===== src/logic/hcbi_map.svh =====
// Named constants for the host processor bus interface.
// Assumes inclusion by bare name from the package and the design modules.
`ifndef HCBI_MAP_SVH
`define HCBI_MAP_SVH

// ----------------------------------------------------------------------
// Bus widths
// ----------------------------------------------------------------------
`define HCBI_ADDR_W 29
`define HCBI_DATA_W 64
`define HCBI_BE_W 8

// ----------------------------------------------------------------------
// Beat counts and reset values
// ----------------------------------------------------------------------
`define HCBI_BEAT_W 3
`define HCBI_BEAT_ZERO 3'h0
`define HCBI_BEAT_ONE 3'h1
`define HCBI_BEATS_SINGLE 3'h1
`define HCBI_BEATS_BURST 3'h4
`define HCBI_BE_ALL 8'hff
`define HCBI_ADDR_ZERO 29'h0000_0000
`define HCBI_DATA_ZERO 64'h0000_0000_0000_0000

// ----------------------------------------------------------------------
// Snoop timing: wait count after the strobe before hit-modified is read
// ----------------------------------------------------------------------
`define HCBI_HITM_CNT_W 2
`define HCBI_HITM_CNT_ZERO 2'h0
`define HCBI_HITM_CNT_ONE 2'h1
`define HCBI_HITM_LAST 2'h1

`endif


===== src/logic/hcbi_pkg.sv =====
// Types shared by the host processor bus interface modules.
// Assumes hcbi_map.svh is on the include path.
`include "hcbi_map.svh"

package hcbi_pkg;

   // -------------------------------------------------------------------
   // Interface states
   // -------------------------------------------------------------------
   typedef enum logic [2:0] {
      HCBI_IDLE,
      HCBI_CYCLE,
      HCBI_AHOLD,
      HCBI_STROBE,
      HCBI_SNWAIT
   } hcbi_state_t;

   // -------------------------------------------------------------------
   // One decoded processor cycle, all fields active high
   // -------------------------------------------------------------------
   typedef struct packed {
      logic [`HCBI_ADDR_W-1:0] addr; // Quadword address
      logic [`HCBI_BE_W-1:0] be;     // Lane enables, bit 7 is the top byte
      logic write;                   // Write when set, read when clear
      logic mem;                     // Memory when set, I/O when clear
      logic data;                    // Data when set, code fetch when clear
      logic lock;                    // Part of a locked sequence
      logic cacheable;               // Line fill or write-back announced
      logic smm;                     // System management mode active
   } hcbi_cycle_t;

   // -------------------------------------------------------------------
   // One inquiry request from the PCI side
   // -------------------------------------------------------------------
   typedef struct packed {
      logic [`HCBI_ADDR_W-1:0] addr; // Address to snoop
      logic write;                   // PCI master write when set
   } hcbi_snoop_t;

   // Active-low pin to active-high flag
   function automatic logic hcbi_act(input logic pin_n);
      return ~pin_n;
   endfunction

endpackage


===== src/logic/hcbi_host_if.sv =====
// Host processor bus interface: cycle completion, pipelining and snoops.
// Assumes a back end that paces beats and a PCI side that asks for snoops.
`timescale 1ns/1ps
`default_nettype none
`include "hcbi_map.svh"

module hcbi_host_if (
   // Clock and reset
   input wire logic mclk_i,
   input wire logic resetn_i,
   // Processor address and cycle definition
   input wire logic [`HCBI_ADDR_W-1:0] host_addr_lines_i,
   output logic [`HCBI_ADDR_W-1:0] host_addr_lines_o,
   output logic host_addr_lines_oe_o,
   input wire logic [`HCBI_BE_W-1:0] host_byte_lane_enables_n_i,
   input wire logic cycle_addr_strobe_n_i,
   input wire logic write_or_read_sel_i,
   input wire logic mem_or_io_sel_i,
   input wire logic data_or_code_sel_i,
   input wire logic host_locked_cycle_n_i,
   input wire logic cpu_cacheable_n_i,
   input wire logic sys_mgmt_active_n_i,
   input wire logic snoop_hit_modified_n_i,
   // Processor data
   input wire logic [`HCBI_DATA_W-1:0] host_data_lines_i,
   output logic [`HCBI_DATA_W-1:0] host_data_lines_o,
   output logic host_data_lines_oe_o,
   // Processor control outputs
   output logic burst_ready_n_o,
   output logic next_addr_n_o,
   output logic addr_hold_req_n_o,
   output logic snoop_addr_strobe_n_o,
   output logic cpu_backoff_n_o,
   output logic cache_en_invalidate_o,
   // Back end cycle side
   output logic req_vld_o,
   output hcbi_pkg::hcbi_cycle_t req_o,
   input wire logic beat_rdy_i,
   input wire logic ken_i,
   input wire logic pipe_en_i,
   input wire logic [`HCBI_DATA_W-1:0] rd_data_i,
   output logic [`HCBI_DATA_W-1:0] wr_data_o,
   output logic wr_vld_o,
   output logic cyc_done_o,
   output logic cyc_abort_o,
   input wire logic backoff_req_i,
   // PCI snoop side
   input wire logic snoop_req_i,
   input wire hcbi_pkg::hcbi_snoop_t snoop_i,
   output logic snoop_ack_o,
   output logic snoop_hit_o,
   output logic line_block_o,
   // Status
   output logic locked_seq_o,
   output logic smm_active_o
);
   import hcbi_pkg::*;

   // -------------------------------------------------------------------
   // State
   // -------------------------------------------------------------------
   hcbi_state_t state_r;                 // Interface state
   hcbi_state_t state_nxt;
   hcbi_cycle_t pend_r;                  // Pipelined cycle waiting to run
   logic pend_vld_r;
   hcbi_snoop_t snp_r;                   // Snoop being run
   logic [`HCBI_BEAT_W-1:0] beats_r;     // Ready strobes given so far
   logic [`HCBI_BEAT_W-1:0] total_r;     // Strobes this cycle needs
   logic [`HCBI_HITM_CNT_W-1:0] hcnt_r;  // Wait before sampling hit
   logic na_done_r;                      // Next-address already offered
   logic dec_vld;                        // Fresh cycle from the decoder
   hcbi_cycle_t dec_cyc;

   // Decoder of the address strobe and definition pins
   hcbi_cycle_decode u_decode (
      .mclk_i(mclk_i),
      .resetn_i(resetn_i),
      .cycle_addr_strobe_n_i(cycle_addr_strobe_n_i),
      .host_addr_lines_i(host_addr_lines_i),
      .host_byte_lane_enables_n_i(host_byte_lane_enables_n_i),
      .write_or_read_sel_i(write_or_read_sel_i),
      .mem_or_io_sel_i(mem_or_io_sel_i),
      .data_or_code_sel_i(data_or_code_sel_i),
      .host_locked_cycle_n_i(host_locked_cycle_n_i),
      .cpu_cacheable_n_i(cpu_cacheable_n_i),
      .sys_mgmt_active_n_i(sys_mgmt_active_n_i),
      .dec_vld_o(dec_vld),
      .dec_cyc_o(dec_cyc)
   );

   // -------------------------------------------------------------------
   // Decode of the current step
   // -------------------------------------------------------------------
   wire logic idle_w = (state_r == HCBI_IDLE);
   wire logic in_cyc_w = (state_r == HCBI_CYCLE);
   wire logic boff_w = ~cpu_backoff_n_o;              // Back-off in force
   // A cycle starts only from a seen strobe
   wire logic start_w = idle_w & (pend_vld_r | dec_vld);
   wire hcbi_cycle_t start_cyc_w = pend_vld_r ? pend_r : dec_cyc;
   // A locked sequence defers snoops
   wire logic snoop_go_w = idle_w & ~start_w & snoop_req_i & ~locked_seq_o;
   wire logic abort_w = in_cyc_w & boff_w;
   wire logic beat_w = in_cyc_w & beat_rdy_i & ~boff_w;
   wire logic first_w = (beats_r == `HCBI_BEAT_ZERO);
   // Fills and write-backs burst four, all else one
   wire logic burst_w = req_o.mem & req_o.cacheable & (req_o.write | ken_i);
   wire logic [`HCBI_BEAT_W-1:0] need_w = first_w ?
      (burst_w ? `HCBI_BEATS_BURST : `HCBI_BEATS_SINGLE) : total_r;
   wire logic [`HCBI_BEAT_W-1:0] beats_inc_w = beats_r + `HCBI_BEAT_ONE;
   wire logic last_w = beat_w & (beats_inc_w == need_w);
   wire logic hit_w = (state_r == HCBI_SNWAIT) & (hcnt_r == `HCBI_HITM_LAST);
   wire logic hitm_w = hit_w & hcbi_act(snoop_hit_modified_n_i);
   // Write-back of the modified line ends the block
   wire logic wb_done_w = last_w & req_o.write & req_o.cacheable;
   // A cycle that arrives while busy waits in the pipeline slot
   wire logic park_w = dec_vld & ~(idle_w & ~pend_vld_r);
   wire logic na_w = in_cyc_w & pipe_en_i & ~na_done_r & ~pend_vld_r & ~boff_w;

   // Next state
   assign state_nxt =
      start_w ? HCBI_CYCLE :
      snoop_go_w ? HCBI_AHOLD :
      (abort_w | last_w) ? HCBI_IDLE :
      (state_r == HCBI_AHOLD) ? HCBI_STROBE :
      (state_r == HCBI_STROBE) ? HCBI_SNWAIT :
      hit_w ? HCBI_IDLE : state_r;

   // -------------------------------------------------------------------
   // Sequencer registers, all on the host bus clock
   // -------------------------------------------------------------------
   // State, reset to idle
   always_ff @(posedge mclk_i) begin
      if (!resetn_i) begin
         state_r <= HCBI_IDLE;
      end else begin
         state_r <= state_nxt;
      end
   end
   // Current cycle and start pulse
   always_ff @(posedge mclk_i) begin
      if (!resetn_i) begin
         req_o <= '0;
         req_vld_o <= 1'b0;
      end else begin
         req_o <= start_w ? start_cyc_w : req_o;
         req_vld_o <= start_w;
      end
   end
   // Pipeline slot; a back-off during a cycle drops the parked cycle
   always_ff @(posedge mclk_i) begin
      if (!resetn_i) begin
         pend_vld_r <= 1'b0;
         pend_r <= '0;
      end else begin
         pend_vld_r <= park_w | (pend_vld_r & ~start_w & ~abort_w);
         pend_r <= park_w ? dec_cyc : pend_r;
      end
   end
   // Beat counting
   always_ff @(posedge mclk_i) begin
      if (!resetn_i) begin
         beats_r <= `HCBI_BEAT_ZERO;
         total_r <= `HCBI_BEATS_SINGLE;
      end else begin
         beats_r <= start_w ? `HCBI_BEAT_ZERO : (beat_w ? beats_inc_w : beats_r);
         total_r <= (beat_w & first_w) ? need_w : total_r;
      end
   end

   // -------------------------------------------------------------------
   // Cycle completion outputs
   // -------------------------------------------------------------------
   // One ready strobe per beat, read data on the full width
   always_ff @(posedge mclk_i) begin
      if (!resetn_i) begin
         burst_ready_n_o <= 1'b1;
         host_data_lines_o <= `HCBI_DATA_ZERO;
         host_data_lines_oe_o <= 1'b0;
      end else begin
         burst_ready_n_o <= ~beat_w;
         host_data_lines_o <= rd_data_i;
         host_data_lines_oe_o <= beat_w & ~req_o.write;
      end
   end
   // Write data to the back end, lanes travel in req_o.be
   always_ff @(posedge mclk_i) begin
      if (!resetn_i) begin
         wr_data_o <= `HCBI_DATA_ZERO;
         wr_vld_o <= 1'b0;
      end else begin
         wr_data_o <= host_data_lines_i;
         wr_vld_o <= beat_w & req_o.write;
      end
   end
   // End and abort pulses
   always_ff @(posedge mclk_i) begin
      if (!resetn_i) begin
         cyc_done_o <= 1'b0;
         cyc_abort_o <= 1'b0;
      end else begin
         cyc_done_o <= last_w;
         cyc_abort_o <= abort_w;
      end
   end
   // Next-address offered once per cycle
   always_ff @(posedge mclk_i) begin
      if (!resetn_i) begin
         next_addr_n_o <= 1'b1;
         na_done_r <= 1'b0;
      end else begin
         next_addr_n_o <= ~na_w;
         na_done_r <= ~start_w & (na_done_r | na_w);
      end
   end
   // Back-off follows the request on the next edge
   always_ff @(posedge mclk_i) begin
      if (!resetn_i) begin
         cpu_backoff_n_o <= 1'b1;
      end else begin
         cpu_backoff_n_o <= ~backoff_req_i;
      end
   end
   // Cache enable with the first beat, invalidate with the snoop strobe
   wire logic ken_nxt = (state_r == HCBI_AHOLD) ? snp_r.write :
      (beat_w & first_w) ? ~ken_i :
      (idle_w | hit_w) ? 1'b1 : cache_en_invalidate_o;
   always_ff @(posedge mclk_i) begin
      if (!resetn_i) begin
         cache_en_invalidate_o <= 1'b1;
      end else begin
         cache_en_invalidate_o <= ken_nxt;
      end
   end

   // -------------------------------------------------------------------
   // Inquiry sequence
   // -------------------------------------------------------------------
   // Snoop capture and hit wait counter
   always_ff @(posedge mclk_i) begin
      if (!resetn_i) begin
         snp_r <= '0;
         hcnt_r <= `HCBI_HITM_CNT_ZERO;
      end else begin
         snp_r <= snoop_go_w ? snoop_i : snp_r;
         hcnt_r <= (state_r == HCBI_SNWAIT) ? hcnt_r + `HCBI_HITM_CNT_ONE
                                            : `HCBI_HITM_CNT_ZERO;
      end
   end
   // Address hold for the whole inquiry
   always_ff @(posedge mclk_i) begin
      if (!resetn_i) begin
         addr_hold_req_n_o <= 1'b1;
      end else begin
         addr_hold_req_n_o <= snoop_go_w ? 1'b0 : (hit_w ? 1'b1 : addr_hold_req_n_o);
      end
   end
   // Snoop address and strobe for one cycle
   always_ff @(posedge mclk_i) begin
      if (!resetn_i) begin
         snoop_addr_strobe_n_o <= 1'b1;
         host_addr_lines_o <= `HCBI_ADDR_ZERO;
         host_addr_lines_oe_o <= 1'b0;
      end else begin
         snoop_addr_strobe_n_o <= ~(state_r == HCBI_AHOLD);
         host_addr_lines_o <= snp_r.addr;
         host_addr_lines_oe_o <= (state_r == HCBI_AHOLD);
      end
   end
   // Snoop answer and line block; a new hit wins over the clear
   always_ff @(posedge mclk_i) begin
      if (!resetn_i) begin
         snoop_ack_o <= 1'b0;
         snoop_hit_o <= 1'b0;
         line_block_o <= 1'b0;
      end else begin
         snoop_ack_o <= hit_w;
         snoop_hit_o <= hit_w ? hitm_w : snoop_hit_o;
         line_block_o <= hitm_w | (line_block_o & ~wb_done_w);
      end
   end
   // Lock and management-mode status
   always_ff @(posedge mclk_i) begin
      if (!resetn_i) begin
         locked_seq_o <= 1'b0;
         smm_active_o <= 1'b0;
      end else begin
         locked_seq_o <= hcbi_act(host_locked_cycle_n_i);
         smm_active_o <= hcbi_act(sys_mgmt_active_n_i);
      end
   end

   // -------------------------------------------------------------------
   // Checks
   // -------------------------------------------------------------------
   logic [`HCBI_BEAT_W-1:0] chk_cnt_r; // Ready strobes seen this cycle
   always_ff @(posedge mclk_i) begin
      if (!resetn_i) begin
         chk_cnt_r <= `HCBI_BEAT_ZERO;
      end else begin
         chk_cnt_r <= req_vld_o ? `HCBI_BEAT_ZERO : chk_cnt_r + {2'h0, ~burst_ready_n_o};
      end
   end
endmodule
`default_nettype wire


===== src/logic/hcbi_cycle_decode.sv =====
// Captures and classifies a processor cycle on its address strobe.
// Assumes the processor pins are synchronous to mclk_i.
`timescale 1ns/1ps
`default_nettype none
`include "hcbi_map.svh"

module hcbi_cycle_decode (
   // Clock and reset
   input wire logic mclk_i,
   input wire logic resetn_i,
   // Processor pins
   input wire logic cycle_addr_strobe_n_i,
   input wire logic [`HCBI_ADDR_W-1:0] host_addr_lines_i,
   input wire logic [`HCBI_BE_W-1:0] host_byte_lane_enables_n_i,
   input wire logic write_or_read_sel_i,
   input wire logic mem_or_io_sel_i,
   input wire logic data_or_code_sel_i,
   input wire logic host_locked_cycle_n_i,
   input wire logic cpu_cacheable_n_i,
   input wire logic sys_mgmt_active_n_i,
   // Decoded cycle
   output logic dec_vld_o,
   output hcbi_pkg::hcbi_cycle_t dec_cyc_o
);
   import hcbi_pkg::*;

   // -------------------------------------------------------------------
   // Classification
   // -------------------------------------------------------------------
   wire logic strobe_w = hcbi_act(cycle_addr_strobe_n_i); // New cycle
   wire logic mem_rd_w = mem_or_io_sel_i & ~write_or_read_sel_i; // Memory read
   // Lane enables only matter outside memory reads and fills
   wire logic [`HCBI_BE_W-1:0] be_w = mem_rd_w ? `HCBI_BE_ALL : ~host_byte_lane_enables_n_i;
   hcbi_cycle_t cyc_w;

   assign cyc_w.addr = host_addr_lines_i;
   assign cyc_w.be = be_w;
   assign cyc_w.write = write_or_read_sel_i;
   assign cyc_w.mem = mem_or_io_sel_i;
   assign cyc_w.data = data_or_code_sel_i;
   assign cyc_w.lock = hcbi_act(host_locked_cycle_n_i);
   assign cyc_w.cacheable = hcbi_act(cpu_cacheable_n_i);
   assign cyc_w.smm = hcbi_act(sys_mgmt_active_n_i);

   // Capture register, pulses valid once per strobe
   always_ff @(posedge mclk_i) begin
      if (!resetn_i) begin
         dec_vld_o <= 1'b0;
         dec_cyc_o <= '0;
      end else begin
         dec_vld_o <= strobe_w;
         dec_cyc_o <= strobe_w ? cyc_w : dec_cyc_o;
      end
   end

endmodule
`default_nettype wire


===== config.mk =====
export PLATFORM = sky130hd
export DESIGN_NAME = hcbi_host_if
export DESIGN_NICKNAME = d
export VERILOG_FILES = /design/src/logic/hcbi_pkg.sv /design/src/logic/hcbi_host_if.sv /design/src/logic/hcbi_cycle_decode.sv
export VERILOG_INCLUDE_DIRS = /design/src /design/src/logic
export SDC_FILE = /design/constraint.sdc
export NUM_CORES = 1
export LEC_CHECK = 0
export ABC_AREA = 1
export BUFFER_PORTS_ARGS = -buffer_cell sky130_fd_sc_hd__buf_2
export CAP_MARGIN = 20
export CORE_AREA = 2 2 165 167
export CTS_CLUSTER_DIAMETER = 100
export CTS_CLUSTER_SIZE = 40
export DETAILED_ROUTE_END_ITERATION = 12
export DIE_AREA = 0 0 167 169
export PLACE_DENSITY = 0.72
export SLEW_MARGIN = 20
export SYNTH_ARGS = -nofsm -noshare
export SYNTH_HDL_FRONTEND = slang
export SYNTH_SLANG_ARGS = --single-unit

===== constraint.sdc =====
create_clock -name mclk_i -period 2 [get_ports mclk_i]
set_input_delay 0.4 -clock mclk_i [delete_from_list [all_inputs] [get_ports mclk_i]]
set_output_delay 0.4 -clock mclk_i [all_outputs]
set_load 0.005 [all_outputs]

Word-level counts from Yosys, hierarchy flattened --
Index checks and enable logic that the tools add are counted.
Storage, ports and cells: register bits 347, bits of input ports 210, output and inout port bits 217, word-level logic and storage cells 145
Cells by class: $add $sub $neg 2, eq/ne operators 6, multiplexer cells 15, bitwise gates (word level) 57, reductions and logical operators 10
Operators with widths (count):
- $mux 43 | 1
- $and 1x1->1 | 28
- $not 1->1 | 21
- $mux 3 | 4
- $mux 8 | 1
- $not 8->8 | 1
- $or 1x1->1 | 7
- $eq 3x2->1 const B | 2
- $logic_not 3->1 | 2
- $mux 1 | 6
- $mux 2 | 3
- $reduce_bool 6->1 | 1
- $reduce_bool 5->1 | 1
- $reduce_or 5->1 | 1
- $reduce_bool 2->1 | 2
- $add 3x1->3 const B | 1
- $eq 3x1->1 const B | 1
- $eq 3x3->1 | 1
- $eq 3x3->1 const B | 1
- $reduce_bool 3->1 | 1
- $add 2x1->2 const B | 1
- $eq 2x1->1 const B | 1
- $reduce_and 2->1 | 1
- $reduce_or 2->1 | 1

Depth between registers and ports, before layout --
word-level depth 11, mapped depth 14, gate-level depth less buffers 14

Hierarchy --
A second synthesis with hierarchy kept.
Unflattened totals: cells, all modules 1368, area total of the unflattened synthesis 11431.0 um2
Modules (own cells, without submodules):
- hcbi_host_if | times used 1, cells each 1151, area each 9843.2 um2, sequential area each 6065.8 um2
- hcbi_cycle_decode | times used 1, cells each 217, area each 1587.8 um2, sequential area each 880.8 um2

Least setup slack after synthesis --
No wires, ideal clock.
kind flip-flop to flip-flop, start register beats_r[0], end register state_r[1], setup time 0.110 ns, arrival time 1.389 ns, required time 1.890 ns, slack 0.501 ns, stages on the path, launching flop included 15, path buffers 0, period minus slack after synthesis 1.499 ns, path through dfxtp_1 > inv_1 > ha_1 > nand2_2 > inv_1 > nand2_1 > nand2_1 > nand2_1 > nand2_1 > nor2_1 > nand2_2 > nand3_2 > nand2_1 > inv_1 > nor2_1
On the way: elaborated cells on any way between the ends 9, classes of those cells 1 x add/sub; 1 x eq/ne; 3 x mux; 2 x bitwise; 2 x reduce/logical
RTL lines:
- start: declaration | RTL line hcbi_host_if.sv:67 | logic [`HCBI_BEAT_W-1:0] beats_r;
- start signal: assignment | RTL line hcbi_host_if.sv:162 | beats_r <= `HCBI_BEAT_ZERO;
- start signal: assignment | RTL line hcbi_host_if.sv:165 | beats_r <= start_w ? `HCBI_BEAT_ZERO : (beat_w ? beats_inc_w : beats_r);
- $add 3x1->3 (no source line) *
- named net beats_inc_w[0] | RTL line hcbi_host_if.sv:109 | wire logic [`HCBI_BEAT_W-1:0] beats_inc_w = beats_r + `HCBI_BEAT_ONE;
- $eq 3x3->1 * | RTL line hcbi_host_if.sv:110 | wire logic last_w = beat_w & (beats_inc_w == need_w);
- $and 1x1->1 * | RTL line hcbi_host_if.sv:110
- $or 1x1->1 * | RTL line hcbi_host_if.sv:123 | (abort_w | last_w) ? HCBI_IDLE :
- $mux 2 | RTL line hcbi_host_if.sv:123
- $mux 2 | RTL line hcbi_host_if.sv:122 | snoop_go_w ? HCBI_AHOLD :
- end signal: assignment | RTL line hcbi_host_if.sv:136 | state_r <= state_nxt;
- end: declaration | RTL line hcbi_host_if.sv:62 | hcbi_state_t state_r;
The timed path passes the listed nets; every way through them passes the cells marked *. A chain may end at the register's enable or synchronous reset.

Final worst setup path --
start register beats_r[0], end register line_block_o
On the way: elaborated cells on any way between the ends 10, classes of those cells 1 x add/sub; 1 x eq/ne; 1 x mux; 6 x bitwise; 1 x reduce/logical
RTL lines:
- $add 3x1->3 (no source line)
- named net beats_inc_w[0] | RTL line hcbi_host_if.sv:109
- $eq 3x3->1 | RTL line hcbi_host_if.sv:110
- $and 1x1->1 | RTL line hcbi_host_if.sv:110
- $and 1x1->1 (2 in a row) | RTL line hcbi_host_if.sv:114 | wire logic wb_done_w = last_w & req_o.write & req_o.cacheable;
- $not 1->1 | RTL line hcbi_host_if.sv:278 | line_block_o <= hitm_w | (line_block_o & ~wb_done_w);
- $and 1x1->1 | RTL line hcbi_host_if.sv:278
- $or 1x1->1 | RTL line hcbi_host_if.sv:278
- end signal: assignment | RTL line hcbi_host_if.sv:278
- end: declaration | RTL line hcbi_host_if.sv:52 | output logic line_block_o,
The timed path passes the listed nets, and every way through them passes these cells.

==> impl_metrics.ini <==
[logic_synthesis]
synth_top_cell_by_area = dfxtp_1
synth.net_count = 1551
syn_area_per_cell_um2 = 8.53
yosys_warnings = 0
synth_ff_type = dfxtp_1
yosysMostFrequentCell = dfxtp_1
synthTopCellsByCount = dfxtp_1, nor2_1, nand2_1
synth_cell_types = 33
synth-seq-cells = 347
synth_cells = 1338
synth_edf_count = 0
netlist.area_leader.share = 0.609
ys_seq_area_frac = 0.609
synth.cell_area_um2 = 11400
synth.area.top_cells = dfxtp_1, nor2_1, nand2_1
async_flop_share = 0

[global_routing]
grt_use_total = 0.212
grt_max_degree = 101
grt_overflow = 0
grt_pass1_wl_um = 48000
grt_pass1_vias = 8799
grt_antenna_before_repair = 6

[timing]
hold_viol = 0
max_slew_margin = 0.450
period_share = 0.867
fmax_ghz = 0.576
tightest_slew_ps = 824
setup_violations = 0
layout_min_cycle_time_ps = 1730
slew_violations = 0
clock-skew-final_ps = 22.9
rsz0062_at_grt = false
finalSetupTns_ps = 0

[final_layout]
drive_gt1_frac = 0.278
instances_no_fill = 2074
area_growth_pct = 24.4
num-nets-final = 1940
fin_area_um2 = 14200
fillerInstances = 2475

[floorplanning]
num_io_pins = 427
start_util = 0.430
fp-row-count = 60
die_y_um = 169
dieArea_um2 = 28200
die_w_um = 167
fp.coreArea_um2 = 26500

[clocking]
clk_latency_ps = 520
post_cts_resized = 0
htreeDepth = 1
clkSinkCount = 347
cts_root_buffer = clkbuf_16
clk_pin_slew_ps = 140
cts_max_path_buffers = 3
cts_tree = yes
postCtsSetupBuffers = 0
cts_made_buffers = 12
postCtsHoldBufs = 0

[detailed_routing]
drt-wirelength-per-cell_um = 15.3
wirelength_um = 31600
via_count = 9537
antenna_left = 0
viasPerCell = 4.60
drcViolationCount = 0
first_pass_iters = 5
drt-initial-drc-count = 528

[run]
maxCapViolations = 0

[pwr]
leakagePower_nw = 7.68
pwr_density_cell_nw_per_um2 = 997
ir_worst_vdd_mv = 0.779

[critical_path]
path_max_fanout = 7
critPathKind = register to register
cp.arrival_ps = 2160
cp.required_ps = 2430
r2r_slack_ps = 270
start_kind = register
critPathCaptureType = register

[place]
postPlaceCellArea_um2 = 13800
numPortBuffers = 426
place_congestion = 0.877
dp_cells = 2054
post-dp-hpwl_um = 23600

[worst_hold_path]
hold_class = primary input to register

[run_status]
outcome = finished, final reports clean
-- state kept, by name, summed over array words and instances (netlist names), 2 cells and up --
signal and count:
host_data_lines_o 64, wr_data_o 64, pend_r 43, req_o 43, u_decode.dec_cyc_o 43, snp_r 30, host_addr_lines_o 29, beats_r 3
state_r 3, total_r 3, hcnt_r 2
-- per-layer routing --
metal  track usage  part of all wire
met1         0.262              0.40
met2         0.369              0.49
met3        0.0463             0.077
met4        0.0712             0.029
met5             0                 0
-- report_power, final --
part	switching, mW	internal (mW)
sequential	0.370	7.66
clock	2.03	1.33
combinational	1.66	1.10
total	4.07	10.1
-- cell families (layout without fill, tap and decap cells) --
| logic type | Yosys count | count (layout) | synth area share |
|---|---|---|---|
| and+or+nand+nor | 498 | 498 | 0.174 |
| AOI/OAI and AO/OA | 188 | 188 | 0.0842 |
| adders and majority gates | 3 | 3 | 0.00329 |
| buffers and inverters | 259 | 649 | 0.0924 |
| other | 0 | 5 | 0 |
| xor gates and xnor gates | 1 | 1 | 0.000768 |
| muxes | 42 | 42 | 0.0369 |
| DFF | 347 | 347 | 0.609 |
-- cell type report --
cell class,instances,area [um2],share of cell area
Clock inverter,2,41.3,0.00291
Sequential cell,347,6950,0.489
Tap cell,341,427,0.0301
Clock buffer,13,325,0.0229
Inverter,192,723,0.0509
Multi-Input combinational cell,732,3410,0.240
Antenna cell,5,12.5,0.000881
Timing Repair Buffer,442,2310,0.163
-- layout by cell type, fill, tap and decap left out, types with 2 or more instances in the layout --
cell and count:
buf_12 4, nand4_1 3, nor2_1 235, a31oi_1 9, diode_2 5, mux2i_1 42
clkbuf_16 13, nor2_4 2, ha_1 3, inv_1 186, buf_2 425, a21oi_1 12
o21bai_1 2, buf_4 12, nand2_2 7, nand3_1 8, o21ai_1 46, inv_2 5
o21ai_0 118, nand2_1 231, dfxtp_1 346, nor3_1 3, nor2_2 2
-- through the flow --
step	hold slack (ps)	worst slack [ps]	total power, mW	util
after floorplan	398	501	9.89	-
after CTS	14.8	70.6	14.3	0.535
after detailed placement	418	111	11.0	0.521
final	34.0	265	14.2	0.536
after global routing	14.7	73.5	15.0	0.535
after global placement	408	157	10.9	0.521
-- worst paths after layout --
path	depth (start not counted)	startpoint	endpoint
worst max-delay path	12	beats_r[0]	line_block_o
worst min-delay path	2	backoff_req_i	cpu_backoff_n_o
worst max register to register	12	beats_r[0]	line_block_o
worst min register to register	1	hcnt_r[0]	hcnt_r[0]
-- critical path, stage by stage (launching register included) --
cell,delay [ps]
dfxtp_1,410
inv_1,100
ha_1,220
nand2_2,130
inv_1,70
nand2_1,110
nand2_1,60
nand2_1,70
nand3_1,70
nor2_1,210
nand2_1,80
nand2_1,60
a21oi_1,50
No activity file was read; power rests on OpenSTA's default activity.
